`config.mk`:
```
export PLATFORM = sky130hd
export DESIGN_NAME = ctm_timer
export DESIGN_NICKNAME = d
export VERILOG_FILES = /design/src/hw/ctm_pkg.sv /design/src/hw/ctm_timer.sv
export VERILOG_INCLUDE_DIRS = /design/src /design/src/hw
export SDC_FILE = /design/constraint.sdc
export NUM_CORES = 1
export LEC_CHECK = 0
export BUFFER_PORTS_ARGS = -buffer_cell sky130_fd_sc_hd__buf_2
export CORE_MARGIN = 2
export CORE_UTILIZATION = 45
export CTS_CLUSTER_SIZE = 20
export DETAILED_ROUTE_END_ITERATION = 7
export GPL_TIMING_DRIVEN = 1
export PLACE_DENSITY = 0.68
export SLEW_MARGIN = 20
export SYNTH_ARGS = -nofsm -noshare
export SYNTH_HDL_FRONTEND = slang
export SYNTH_SLANG_ARGS = --single-unit
```
`constraint.sdc`:
```
create_clock -name clk_i -period 6.3 [get_ports clk_i]
set_input_delay 0.945 -clock clk_i [delete_from_list [all_inputs] [get_ports clk_i]]
set_output_delay 0.945 -clock clk_i [all_outputs]
set_load 0.005 [all_outputs]
```
`src/hw/ctm_regs.svh`:
```
// register offsets, field positions, reset values and counter span figures of the compact timer
// assumes word-aligned classic wishbone access, one register per 32-bit word
`ifndef CTM_REGS_SVH
`define CTM_REGS_SVH

// byte addresses of the registers
`define CTM_ADR_RUN_CLOCK_CTRL 8'h00
`define CTM_ADR_MODE_OUT_CTRL 8'h04
`define CTM_ADR_COUNT_LOW 8'h08
`define CTM_ADR_COUNT_HIGH 8'h0c
`define CTM_ADR_MATCH_A_LOW 8'h10
`define CTM_ADR_MATCH_A_HIGH 8'h14
`define CTM_ADR_FLAGS 8'h18

// reset values
`define CTM_RUN_CLOCK_CTRL_RST 8'h00
`define CTM_MODE_OUT_CTRL_RST 8'h00
`define CTM_COUNT_RST 10'h000
`define CTM_MATCH_A_RST 10'h000
`define CTM_FLAGS_RST 2'h0

// timer_run_clock_control fields
`define CTM_PAUSE_POS 7
`define CTM_CLKSEL_MSB 6
`define CTM_CLKSEL_LSB 4
`define CTM_ON_POS 3
`define CTM_MATCH_P_MSB 2
`define CTM_MATCH_P_LSB 0

// timer_mode_output_control fields
`define CTM_MODE_MSB 7
`define CTM_MODE_LSB 6
`define CTM_PINACT_MSB 5
`define CTM_PINACT_LSB 4
`define CTM_INIT_LEVEL_POS 3
`define CTM_INVERT_POS 2
`define CTM_SWAP_POS 1
`define CTM_CLR_SRC_POS 0

// flag register fields
`define CTM_FLAG_A_POS 0
`define CTM_FLAG_P_POS 1

// counter span figures
`define CTM_P_STEP_SHIFT 7
`define CTM_FULL_SPAN 11'h400

`endif

```
`src/hw/ctm_pkg.sv`:
```
// types shared by the compact timer design
// assumes the constants header is included by the design file
package ctm_pkg;

   // operating mode codes
   typedef enum logic [1:0] {
      CTM_MODE_CMP = 2'b00,
      CTM_MODE_UNDEF = 2'b01,
      CTM_MODE_PWM = 2'b10,
      CTM_MODE_TC = 2'b11
   } ctm_mode_t;

   // counter clock sources
   typedef enum logic [2:0] {
      CTM_CK_SYS_DIV4 = 3'h0,
      CTM_CK_SYS = 3'h1,
      CTM_CK_H_DIV16 = 3'h2,
      CTM_CK_H_DIV64 = 3'h3,
      CTM_CK_SUB_A = 3'h4,
      CTM_CK_SUB_B = 3'h5,
      CTM_CK_EXT_RISE = 3'h6,
      CTM_CK_EXT_FALL = 3'h7
   } ctm_clk_sel_t;

   // one wishbone request as seen by the slave
   typedef struct packed {
      logic cyc;
      logic stb;
      logic we;
      logic [7:0] adr;
      logic [3:0] sel;
      logic [31:0] dat;
   } ctm_wb_req_t;

endpackage

```
`src/hw/ctm_timer.sv`:
```
// compact 10-bit count-up timer: modes, pin control, match flags, wishbone register slave
// assumes a single 250 MHz clock, synchronous reset, fH taken as the system clock
// and the sub clock arriving as a one-cycle tick from the same clock domain
//
// Chosen here: the address map and the Wishbone interface to the registers.
`timescale 1ns/1ns
`default_nettype none
`include "ctm_regs.svh"

module ctm_timer
   import ctm_pkg::*;
(
   // clock and reset
   input wire logic clk_i,
   input wire logic rst_i,
   // wishbone slave
   input wire logic wb_cyc_i,
   input wire logic wb_stb_i,
   input wire logic wb_we_i,
   input wire logic [7:0] wb_adr_i,
   input wire logic [3:0] wb_sel_i,
   input wire logic [31:0] wb_dat_i,
   output logic [31:0] wb_dat_o,
   output logic wb_ack_o,
   // clock sources
   input wire logic external_clock_pin_i,
   input wire logic sub_clock_tick_i,
   // timer pin
   output logic timer_output_pin_o,
   output logic timer_output_pin_oe_o,
   // sticky match flags
   output logic match_a_flag_o,
   output logic match_p_flag_o
);

   // p value to counter span, zero meaning a full 1024 counts
   function automatic logic [10:0] ctm_p_span(input logic [2:0] p);
      ctm_p_span = (p == 3'h0) ? `CTM_FULL_SPAN : {1'b0, p, 7'h00};
   endfunction

   // request bundle
   ctm_wb_req_t req;
   assign req = '{cyc: wb_cyc_i, stb: wb_stb_i, we: wb_we_i, adr: wb_adr_i, sel: wb_sel_i, dat: wb_dat_i};

   // state
   logic [7:0] run_clock_ctrl;
   logic [7:0] mode_out_ctrl;
   logic [9:0] count;
   logic [9:0] match_a_value;
   logic [7:0] low_buf;
   logic [1:0] flags;
   logic cm_level;
   logic on_q;
   logic [5:0] prescale;
   logic ext_s1, ext_s2, ext_s3, ext_lvl, ext_prev;
   logic ack;
   logic [31:0] rdata;
   logic pin_q, pin_oe_q;

   // control fields
   wire logic pause = run_clock_ctrl[`CTM_PAUSE_POS];
   wire logic timer_on = run_clock_ctrl[`CTM_ON_POS];
   wire logic [2:0] match_p_value = run_clock_ctrl[`CTM_MATCH_P_MSB:`CTM_MATCH_P_LSB];
   wire ctm_clk_sel_t clk_sel = ctm_clk_sel_t'(run_clock_ctrl[`CTM_CLKSEL_MSB:`CTM_CLKSEL_LSB]);
   wire ctm_mode_t mode = ctm_mode_t'(mode_out_ctrl[`CTM_MODE_MSB:`CTM_MODE_LSB]);
   wire logic [1:0] pin_act = mode_out_ctrl[`CTM_PINACT_MSB:`CTM_PINACT_LSB];
   wire logic init_level = mode_out_ctrl[`CTM_INIT_LEVEL_POS];
   wire logic invert = mode_out_ctrl[`CTM_INVERT_POS];
   wire logic swap = mode_out_ctrl[`CTM_SWAP_POS];
   wire logic clr_src = mode_out_ctrl[`CTM_CLR_SRC_POS];
   wire logic is_pwm = (mode == CTM_MODE_PWM);

   // bus decode
   wire logic access = req.cyc && req.stb && !ack;
   // a write lands at the edge at which the master sees ack, request still held
   wire logic wr = req.cyc && req.stb && ack && req.we && req.sel[0];
   wire logic rd = access && !req.we;
   wire logic hit_c0 = (req.adr == `CTM_ADR_RUN_CLOCK_CTRL);
   wire logic hit_c1 = (req.adr == `CTM_ADR_MODE_OUT_CTRL);
   wire logic hit_cl = (req.adr == `CTM_ADR_COUNT_LOW);
   wire logic hit_ch = (req.adr == `CTM_ADR_COUNT_HIGH);
   wire logic hit_al = (req.adr == `CTM_ADR_MATCH_A_LOW);
   wire logic hit_ah = (req.adr == `CTM_ADR_MATCH_A_HIGH);
   wire logic hit_fl = (req.adr == `CTM_ADR_FLAGS);

   // read mux; low bytes come from the shared buffer
   logic [31:0] next_rdata;
   always_comb begin
      next_rdata = 32'h0000_0000;
      if (hit_c0) next_rdata = {24'h00_0000, run_clock_ctrl};
      if (hit_c1) next_rdata = {24'h00_0000, mode_out_ctrl};
      if (hit_cl || hit_al) next_rdata = {24'h00_0000, low_buf};
      if (hit_ch) next_rdata = {30'h0000_0000, count[9:8]};
      if (hit_ah) next_rdata = {30'h0000_0000, match_a_value[9:8]};
      if (hit_fl) next_rdata = {30'h0000_0000, flags};
   end

   // wishbone answer one cycle after the request, dropped the next cycle
   always_ff @(posedge clk_i) begin
      if (rst_i) begin
         ack <= 1'b0;
         rdata <= 32'h0000_0000;
      end else begin
         ack <= access;
         rdata <= rd ? next_rdata : 32'h0000_0000;
      end
   end

   // shared low-byte buffer
   always_ff @(posedge clk_i) begin
      if (rst_i) begin
         low_buf <= 8'h00;
      end else if (wr && hit_al) begin
         low_buf <= req.dat[7:0];
      end else if (rd && hit_ch) begin
         low_buf <= count[7:0];
      end else if (rd && hit_ah) begin
         low_buf <= match_a_value[7:0];
      end
   end

   // control registers and match A pair
   always_ff @(posedge clk_i) begin
      if (rst_i) begin
         run_clock_ctrl <= `CTM_RUN_CLOCK_CTRL_RST;
         mode_out_ctrl <= `CTM_MODE_OUT_CTRL_RST;
         match_a_value <= `CTM_MATCH_A_RST;
      end else if (wr) begin
         if (hit_c0) run_clock_ctrl <= req.dat[7:0];
         if (hit_c1) mode_out_ctrl <= req.dat[7:0];
         if (hit_ah) match_a_value <= {req.dat[1:0], low_buf};
      end
   end

   // external clock pin: three flops, level taken when the last two agree
   always_ff @(posedge clk_i) begin
      if (rst_i) begin
         ext_s1 <= 1'b0;
         ext_s2 <= 1'b0;
         ext_s3 <= 1'b0;
         ext_lvl <= 1'b0;
         ext_prev <= 1'b0;
      end else begin
         ext_s1 <= external_clock_pin_i;
         ext_s2 <= ext_s1;
         ext_s3 <= ext_s2;
         if (ext_s2 == ext_s3) ext_lvl <= ext_s3;
         ext_prev <= ext_lvl;
      end
   end

   // internal divider for the divided clock choices
   always_ff @(posedge clk_i) begin
      if (rst_i) prescale <= 6'h00;
      else prescale <= prescale + 6'h01;
   end

   // counter tick by clock select
   logic tick;
   always_comb begin
      unique case (clk_sel)
         CTM_CK_SYS_DIV4: tick = (prescale[1:0] == 2'h3);
         CTM_CK_SYS: tick = 1'b1;
         CTM_CK_H_DIV16: tick = (prescale[3:0] == 4'hf);
         CTM_CK_H_DIV64: tick = (prescale == 6'h3f);
         CTM_CK_SUB_A, CTM_CK_SUB_B: tick = sub_clock_tick_i;
         CTM_CK_EXT_RISE: tick = ext_lvl && !ext_prev;
         CTM_CK_EXT_FALL: tick = !ext_lvl && ext_prev;
      endcase
   end

   // comparators; a match is the tick at which the count reaches the value
   wire logic on_rise = timer_on && !on_q;
   wire logic step = timer_on && !pause && tick && !on_rise;
   wire logic [10:0] count_inc = {1'b0, count} + 11'h001;
   wire logic [10:0] p_span = ctm_p_span(match_p_value);
   wire logic [10:0] a_span = (match_a_value == 10'h000) ? `CTM_FULL_SPAN : {1'b0, match_a_value};
   wire logic a_hit = (match_a_value != 10'h000) && (count_inc == {1'b0, match_a_value});
   wire logic p_hit = (count_inc == p_span);
   wire logic [10:0] period = swap ? a_span : p_span;
   wire logic [10:0] duty = swap ? p_span : {1'b0, match_a_value};
   wire logic pwm_active = (duty >= period) || ({1'b0, count} < duty);
   wire logic pwm_clr = (count_inc == period);
   wire logic cmp_clr = clr_src ? a_hit : p_hit;
   wire logic clr = is_pwm ? pwm_clr : cmp_clr;
   wire logic set_a = step && a_hit;
   wire logic set_p = step && p_hit && (is_pwm || !clr_src);

   // counter: cleared on timer-on rise, held when off or paused
   logic [9:0] next_count;
   always_comb begin
      next_count = count;
      if (on_rise) next_count = `CTM_COUNT_RST;
      else if (step) next_count = clr ? `CTM_COUNT_RST : count_inc[9:0];
   end

   always_ff @(posedge clk_i) begin
      if (rst_i) begin
         count <= `CTM_COUNT_RST;
         on_q <= 1'b0;
      end else begin
         count <= next_count;
         on_q <= timer_on;
      end
   end

   // sticky flags, write one to clear, a set in the same cycle wins
   wire logic [1:0] flag_clr = (wr && hit_fl) ? req.dat[1:0] : 2'h0;
   wire logic [1:0] flag_set = {set_p, set_a};
   always_ff @(posedge clk_i) begin
      if (rst_i) flags <= `CTM_FLAGS_RST;
      else flags <= (flags & ~flag_clr) | flag_set;
   end

   // compare-mode pin level; only a match A event or the timer-on rise moves it
   logic next_cm_level;
   always_comb begin
      next_cm_level = cm_level;
      if (on_rise) begin
         next_cm_level = init_level;
      end else if (set_a && !is_pwm) begin
         unique case (pin_act)
            2'b00: next_cm_level = cm_level;
            2'b01: next_cm_level = 1'b0;
            2'b10: next_cm_level = 1'b1;
            2'b11: next_cm_level = !cm_level;
         endcase
      end
   end

   // pwm pin: forced inactive, forced active or waveform; active level from initial bit
   wire logic pwm_on = (pin_act == 2'b01) || ((pin_act == 2'b10) && pwm_active);
   wire logic pwm_level = pwm_on ? init_level : !init_level;
   wire logic next_pin = (is_pwm ? pwm_level : cm_level) ^ invert;
   wire logic next_oe = (mode != CTM_MODE_TC);

   always_ff @(posedge clk_i) begin
      if (rst_i) begin
         cm_level <= 1'b0;
         pin_q <= 1'b0;
         pin_oe_q <= 1'b0;
      end else begin
         cm_level <= next_cm_level;
         pin_q <= next_oe ? next_pin : 1'b0;
         pin_oe_q <= next_oe;
      end
   end

   // outputs straight from flops
   assign wb_ack_o = ack;
   assign wb_dat_o = rdata;
   assign timer_output_pin_o = pin_q;
   assign timer_output_pin_oe_o = pin_oe_q;
   assign match_a_flag_o = flags[`CTM_FLAG_A_POS];
   assign match_p_flag_o = flags[`CTM_FLAG_P_POS];

   // checks
   property p_on_rise_clears;
      @(posedge clk_i) disable iff (rst_i)
      on_rise |=> (count == 10'h000);
   endproperty
   a_on_rise_clears: assert property (p_on_rise_clears) else $error("counter not cleared by timer-on rise");

   property p_off_holds;
      @(posedge clk_i) disable iff (rst_i)
      (!timer_on && on_q) ##1 !timer_on |-> $stable(count);
   endproperty
   a_off_holds: assert property (p_off_holds) else $error("counter moved while off");

   property p_pause_holds;
      @(posedge clk_i) disable iff (rst_i)
      (timer_on && on_q && pause) |=> (count == $past(count));
   endproperty
   a_pause_holds: assert property (p_pause_holds) else $error("counter moved while paused");

   property p_no_p_flag;
      @(posedge clk_i) disable iff (rst_i)
      (!is_pwm && clr_src && !flags[1]) |=> !flags[1];
   endproperty
   a_no_p_flag: assert property (p_no_p_flag) else $error("match P flag raised with clear on A");

   property p_a_zero_no_flag;
      @(posedge clk_i) disable iff (rst_i)
      (match_a_value == 10'h000 && !flags[0]) |=> !flags[0];
   endproperty
   a_a_zero_no_flag: assert property (p_a_zero_no_flag) else $error("match A flag with zero value");

   property p_p_clear;
      @(posedge clk_i) disable iff (rst_i)
      (step && !is_pwm && !clr_src && p_hit) |=> (count == 10'h000) && flags[1];
   endproperty
   a_p_clear: assert property (p_p_clear) else $error("match P did not clear and flag");

   property p_cmp_high;
      @(posedge clk_i) disable iff (rst_i)
      (set_a && mode == CTM_MODE_CMP && pin_act == 2'b10 && !invert) ##1 (!on_rise && !invert && !is_pwm)
         |=> timer_output_pin_o;
   endproperty
   a_cmp_high: assert property (p_cmp_high) else $error("pin not driven high on match A");

   property p_restart_level;
      @(posedge clk_i) disable iff (rst_i)
      on_rise |=> (cm_level == $past(init_level));
   endproperty
   a_restart_level: assert property (p_restart_level) else $error("pin level not restored at start");

   property p_tc_undriven;
      @(posedge clk_i) disable iff (rst_i)
      (mode == CTM_MODE_TC) |=> !timer_output_pin_oe_o;
   endproperty
   a_tc_undriven: assert property (p_tc_undriven) else $error("pin driven in timer/counter mode");

   property p_pwm_forced;
      @(posedge clk_i) disable iff (rst_i)
      (is_pwm && pin_act == 2'b01) |=> (timer_output_pin_o == $past(init_level ^ invert));
   endproperty
   a_pwm_forced: assert property (p_pwm_forced) else $error("pwm forced active level wrong");

   property p_count_high_zero;
      @(posedge clk_i) disable iff (rst_i)
      (rd && hit_ch) |=> wb_ack_o && (wb_dat_o[31:2] == 30'h0000_0000);
   endproperty
   a_count_high_zero: assert property (p_count_high_zero) else $error("count high upper bits not zero");

   property p_a_clear;
      @(posedge clk_i) disable iff (rst_i)
      (step && !is_pwm && clr_src && a_hit) |=> (count == 10'h000) && flags[0];
   endproperty
   a_a_clear: assert property (p_a_clear) else $error("match A did not clear and flag");

   property p_cm_pin_still;
      @(posedge clk_i) disable iff (rst_i)
      (!is_pwm && !set_a && !on_rise) |=> (cm_level == $past(cm_level));
   endproperty
   a_cm_pin_still: assert property (p_cm_pin_still) else $error("compare level moved without match A");

   property p_pwm_period_clear;
      @(posedge clk_i) disable iff (rst_i)
      (step && is_pwm && pwm_clr) |=> (count == 10'h000);
   endproperty
   a_pwm_period_clear: assert property (p_pwm_period_clear) else $error("pwm period did not clear counter");

   property p_div4_hold;
      @(posedge clk_i) disable iff (rst_i)
      (timer_on && on_q && clk_sel == CTM_CK_SYS_DIV4 && prescale[1:0] != 2'h3) |=> $stable(count);
   endproperty
   a_div4_hold: assert property (p_div4_hold) else $error("counter stepped off the divided tick");

endmodule
`default_nettype wire

```
==> results of run 1 <==
cell families after synthesis:
| family | Yosys count |
|---|---|
| fa+ha+maj | 16 |
| xor+xnor | 20 |
| simple gates | 257 |
| buf+inv | 83 |
| flops | 70 |
| compound gates | 125 |
| mux | 44 |
| other cells | 1 |
critical path: cells and delay by family, from the launching register on:
kind	cells	cell delay, ns
AOI/OAI and AO/OA	3	0.59
and+or+nand+nor	4	2.03
DFF	1	0.67
xor gates and xnor gates	1	0.24
flip-flops by register name, indices dropped and copies added, names as in the netlist:
register and count:
match_a_value 10, mode_out_ctrl 8, ext_s1 1, on_q 1, cm_level 1, count 10, wb_ack_o 1, ext_prev 1
prescale 6, run_clock_ctrl 8, timer_output_pin_o 1, ext_s2 1, timer_output_pin_oe_o 1, ext_s3 1, wb_dat_o 8, flags 2
low_buf 8, ext_lvl 1
synth_stat cells, types with 3 or more instances:
library cell,n
a32oi_1,4
nand3_1,19
xor2_1,5
a31oi_1,5
nor3_1,17
and3_1,12
o21ai_0,17
a21oi_1,36
nand4_1,7
and2_1,8
nand2_1,47
mux2_2,10
o22ai_1,6
nor2b_1,14
nor4_1,12
or3_1,5
dfxtp_1,70
buf_4,25
inv_1,13
or4_1,3
o21a_1,3
mux2i_1,33
nor4b_1,4
or2_2,3
o211ai_1,4
ha_1,16
clkbuf_1,36
a21o_1,4
buf_1,6
xnor2_1,14
nor2_1,73
a311oi_1,6
nand2b_1,20
a22oi_1,18
where the power goes:
part | internal [uW] | switching, uW
clock network | 157 | 213
logic | 12.5 | 26.4
registers | 445 | 1.59
metrics by stage:
step	hold WS, ns	total power [uW]
finish	0.444	855
global route	0.458	888
CTS	0.450	861
detailed placement	0.426	495
global placement	0.424	494
floorplan	0.413	491
final cells by class:
type,instances,area [sq um]
clock buffer,9,124
clock inverter,7,73.8
fill,1009,5220
inverter,13,48.8
multi-input combinational,486,3110
sequential,70,1400
tap,136,170
timing repair buffer,41,218
worst min path at each step:
stage,from,to
after floorplan,prescale[0]$_SDFF_PP0_,prescale[0]$_SDFF_PP0_
after global placement,prescale[0]$_SDFF_PP0_,prescale[0]$_SDFF_PP0_
after detailed placement,ext_s1$_SDFF_PP0_,ext_s2$_SDFF_PP0_
after CTS,prescale[0]$_SDFF_PP0_,prescale[0]$_SDFF_PP0_
after global routing,prescale[0]$_SDFF_PP0_,prescale[0]$_SDFF_PP0_
final,prescale[0]$_SDFF_PP0_,prescale[0]$_SDFF_PP0_
per-layer routing:
metal | up-vias | part of all wire, % | track usage (%) | wire (um)
li1 | 2173 | - | - | -
met1 | 2129 | 45 | 32.0 | 5970
met2 | 178 | 47 | 36.9 | 6160
met3 | 17 | 6.9 | 4.60 | 916
met4 | 0 | 1.4 | 7.05 | 187
met5 | - | 0 | 0 | 0
==> reports/results.tsv, run 1 <==
metric	value	unit
outcome	complete, no violations	
Post-DRT Antenna Nets	0	
crit-path max cell delay	0.69	ns
Worst EP arrival	3.89	ns
Pleak	0.00197	uW
Synth Area in Compound Gates	17.3	%
Rows	37	
post-route setup slack	2.67	ns
diode count	0	
Mean Syn Cell Area	7.85	sq um
worst rel slew slack	26.2	%
Nets	688	
Max Clock Freq	275	MHz
#FFs+latches synth	70	
routability cong.	0.944	
EDFF count, synth	0	
Worst Tran Pin Value	1.11	ns
critical path's slowest cell	or4b_2	
post-synthesis mux area share	9.62	%
worst r2r src	count[2]$_SDFFE_PP0P_	
setup violators final	0	
clk_lat worst skew	0.37	ns
vias in the first global route	4104	
design area	5150	sq um
CP required	6.56	ns
DRC	0	
worst slack, placed	2.80	ns
Hold WC Path Type	reg2reg	
Initial Util	46.7	%
first-pass GRT wire length	21100	um
largest net degree at the start of global routing	54	
critical path peak fanout	16	
initial antenna violation count	0	
GRT Overall Usage	23.3	%
R2R Setup Slk	2.67	ns
endpoints failing hold	0	
I/O pin cnt	88	
Reg2Reg Depth	8	
share of layout cells above drive strength 1	12.6	%
CTS tree	done	
Seq/Total Area, Yosys	29.0	%
CTS H-tree lvls	3	
synthesized area	4840	sq um
DR WL/cell	17.4	um
worst-path cell chain	and3_1 > nand3_1 > xnor2_1 > or4b_2 > nor4_2 > a41oi_1 > a31o_1 > a32o_1	
YS warnings	0	
post-synthesis simple-gate area fraction	27.4	%
post-route non-filler standard cell count	762	
CP Capture Type	flop	
WS Path Type	reg2reg	
Die Wd	108	um
Setup TNS Final	0	ns
Port Buffer Count	36	
combinational family with the most area after synthesis	simple AND/OR/NAND/NOR gates	
most frequent cells in the layout	nor2_1, dfxtp_1, nand2_1	
Post-CTS Resized	0	
DIE AREA	11600	sq um
CP Launch Point	count[2]$_SDFFE_PP0P_	
commonest non-fill, non-tap cell in the layout	nor2_1	
PD cells	166	nW/um^2
Clk pin slew, worst setup/hold paths	0.08	ns
Slew Limit Fails	0	
core area	10400	sq um
Clock Tree Buf Depth	2	
die height	108	um
initial drt markers	427	
clk sinks	70	
postcts setup bufs	0	
worst-case clock skew	0.0149	ns
area grow syn2layout	6.41	%
Inserted Clock Buffers	9	
Adder-Cell Fraction of Synth Area	4.14	%
fin util	49.7	%
worst setup path end	cm_level$_SDFFE_PP0P_	
routed vias/inst	5.90	
hold path depth	1	
R2R Path End	cm_level$_SDFFE_PP0P_	
Placed Area	4950	sq um
Yosys top cell area share	29.0	%
GR Overflow Total	0	
Cells after DPL	746	
Synth Instances	616	
DR pass1 iterations	6	
unrepaired setup endpoints after global routing	no	
post-synth top area cell	dfxtp_1	
vias post-DR	4497	
fin crit period	3.63	ns
XOR/XNOR Fraction of Synth Area	3.90	%
worst ir drop on vdd	139	uV
Clock Tree Root	clkbuf_8	
# hold bufs at CTS	0	
Distinct cells, synth	69	
final HPWL from detailed placement	9600	um
Post-synth ARST share	0	%
max_cap viols	0	
Area contributors post-synth	dfxtp_1, mux2i_1, nor2_1	
CP startpoint kind	flop	
final WL	13200	um
Tcrit/Tclk final	57.6	%
Primary FF master, synth	dfxtp_1	
Power figures use the tool's default switching activity.
==> run 2: changes to the inputs <==
==> constraint.sdc (replaced) <==
create_clock -name clk_i -period 3.5 [get_ports clk_i]
set_input_delay 0.525 -clock clk_i [delete_from_list [all_inputs] [get_ports clk_i]]
set_output_delay 0.525 -clock clk_i [all_outputs]
set_load 0.005 [all_outputs]
==> run 2 against run 1 <==
  * Cell count grew 2.5%
  * Via count up 2.9%
  * Fmax rose by 14%
  * Die area stayed put
  * Count of clock-buffer cells in the layout unchanged
  * Wire length rose by 1.6%
  * Hold slack got worse by 0.077 ns
  * Core utilization is 1.4 points higher
==> reports/results.tsv, run 2 (synthesis results as in run 1) <==
metric	value	unit
outcome	complete, no violations	
DR pass1 iterations	5	
total power	1590	uW
critical path peak fanout	4	
fill count	996	
Worst EP arrival	3.44	ns
final HPWL from detailed placement	10000	um
Regs by FF count	count x10, match_a_value x10	
fin crit period	3.18	ns
fin util	51.1	%
commonest non-fill, non-tap cell in the layout	nor2_1	
Port Buffer Count	36	
Slew Limit Fails	0	
worst rel slew slack	39.1	%
switching portion of total power	26.6	%
Clock Tree Root	clkbuf_8	
Cells after DPL	765	
routability cong.	0.920	
largest net degree at the start of global routing	30	
PD cells	301	nW/um^2
Post-DRT Antenna Nets	0	
share of layout cells above drive strength 1	14.9	%
Initial Util	46.7	%
vias post-DR	4627	
core area	10400	sq um
Die Wd	108	um
Comb pwr share	4.4	%
initial drt markers	429	
Max Clock Freq	314	MHz
WP buf/inv	1	
DR WL/cell	17.2	um
Hold WC Path Type	in2reg	
Nets	707	
diode count	0	
clock share of power	45.1	%
worst ir drop on vdd	223	uV
Tcrit/Tclk final	90.8	%
I/O pin cnt	88	
worst-path cell chain	ha_1 > nor2b_1 > or4_1 > or3_1 > or4_1 > nor4_2 > buf_4 > a41oi_1 > a31o_1 > a32o_1	
Worst Tran Pin Value	0.906	ns
WS Path Type	reg2reg	
vias in the first global route	4302	
postcts setup bufs	0	
Clk pin slew, worst setup/hold paths	0.09	ns
sequential power share	50.4	%
GR Overflow Total	0	
Setup TNS Final	0	ns
CP Capture Type	flop	
Clock Tree Buf Depth	2	
switching pwr	424	uW
initial antenna violation count	0	
# hold bufs at CTS	0	
P_int	1170	uW
routed vias/inst	5.92	
critical path's slowest cell	or4_1	
Hold WS	0.367	ns
CP startpoint kind	flop	
area occupied by multi-input gates	3110	sq um
CTS H-tree lvls	3	
GRT Overall Usage	23.9	%
unrepaired setup endpoints after global routing	no	
die height	108	um
area grow syn2layout	9.52	%
Worst path top cell family by delay	simple AND/OR/NAND/NOR gates	
Rows	37	
most frequent cells in the layout	nor2_1, dfxtp_1, nand2_1	
Pleak	0.00207	uW
Inserted Clock Buffers	9	
post-route non-filler standard cell count	781	
setup violators final	0	
clk sinks	70	
Post-CTS Resized	0	
max_cap viols	0	
first-pass GRT wire length	21800	um
worst-case clock skew	0.00855	ns
crit-path max cell delay	0.49	ns
endpoints failing hold	0	
DIE AREA	11600	sq um
final WL	13400	um
Crit path top cell by count	or4_1	
DRC	0	
CTS tree	done	
clk_lat worst skew	0.36	ns
register area	1400	sq um
CP required	3.76	ns
-- run 2: cell count changes in the layout (fill, tap and decap cells not counted) --
cell / previous run / this run
nor2_2: 1 / 0
bufinv_16: 0 / 1
clkinvlp_4: 0 / 1
inv_6: 3 / 2
buf_4: 5 / 24
clkinv_8: 1 / 0
nor2b_2: 1 / 0
nor2_1: 72 / 73
nor2b_1: 13 / 14
-- run 2: cell type report --
cell class	count	share of cell area, %
timing repair buffer	60	6.80
sequential	70	26.4
clock inverter	7	1.63
clock buffer	9	2.34
tap	136	3.21
multi-input combinational	486	58.7
inverter	13	0.921
-- run 2: through the flow --
stage / setup WS (ns) / area, sq um
final: 0.320 / 5300
after floorplan: 0.562 / 4920
after global routing: 0.170 / 5300
after global placement: 0.364 / 5090
after CTS: 0.330 / 5300
after detailed placement: 0.336 / 5090
-- run 2: power groups by stage --
stage / Clock, uW / Combinational, uW / Sequential (uW)
floorplan: 0 / 61.1 / 822
global route: 768 / 79.2 / 805
detailed placement: 0 / 69.4 / 823
finish: 720 / 70.6 / 804
CTS: 736 / 69.5 / 804
global placement: 0 / 67.7 / 822
-- run 2: final timing paths --
check | from | end | slack, ns | depth (start not counted)
worst min-delay path | external_clock_pin_i | ext_s1$_SDFF_PP0_ | 0.37 | 2
worst max register to register | count[0]$_SDFFE_PP0P_ | cm_level$_SDFFE_PP0P_ | 0.32 | 10
worst min register to register | ext_s1$_SDFF_PP0_ | ext_s2$_SDFF_PP0_ | 0.44 | 1
worst max-delay path | count[0]$_SDFFE_PP0P_ | cm_level$_SDFFE_PP0P_ | 0.32 | 10
-- run 2: per-layer routing --
layer  GRT usage [%]  vias up  part of all wire (%)
li1                -     2215                     -
met2            38.6      179                    46
met3            3.69       27                   6.4
met4            9.34        0                   2.6
met1            31.8     2206                    45
met5               0        -                     0
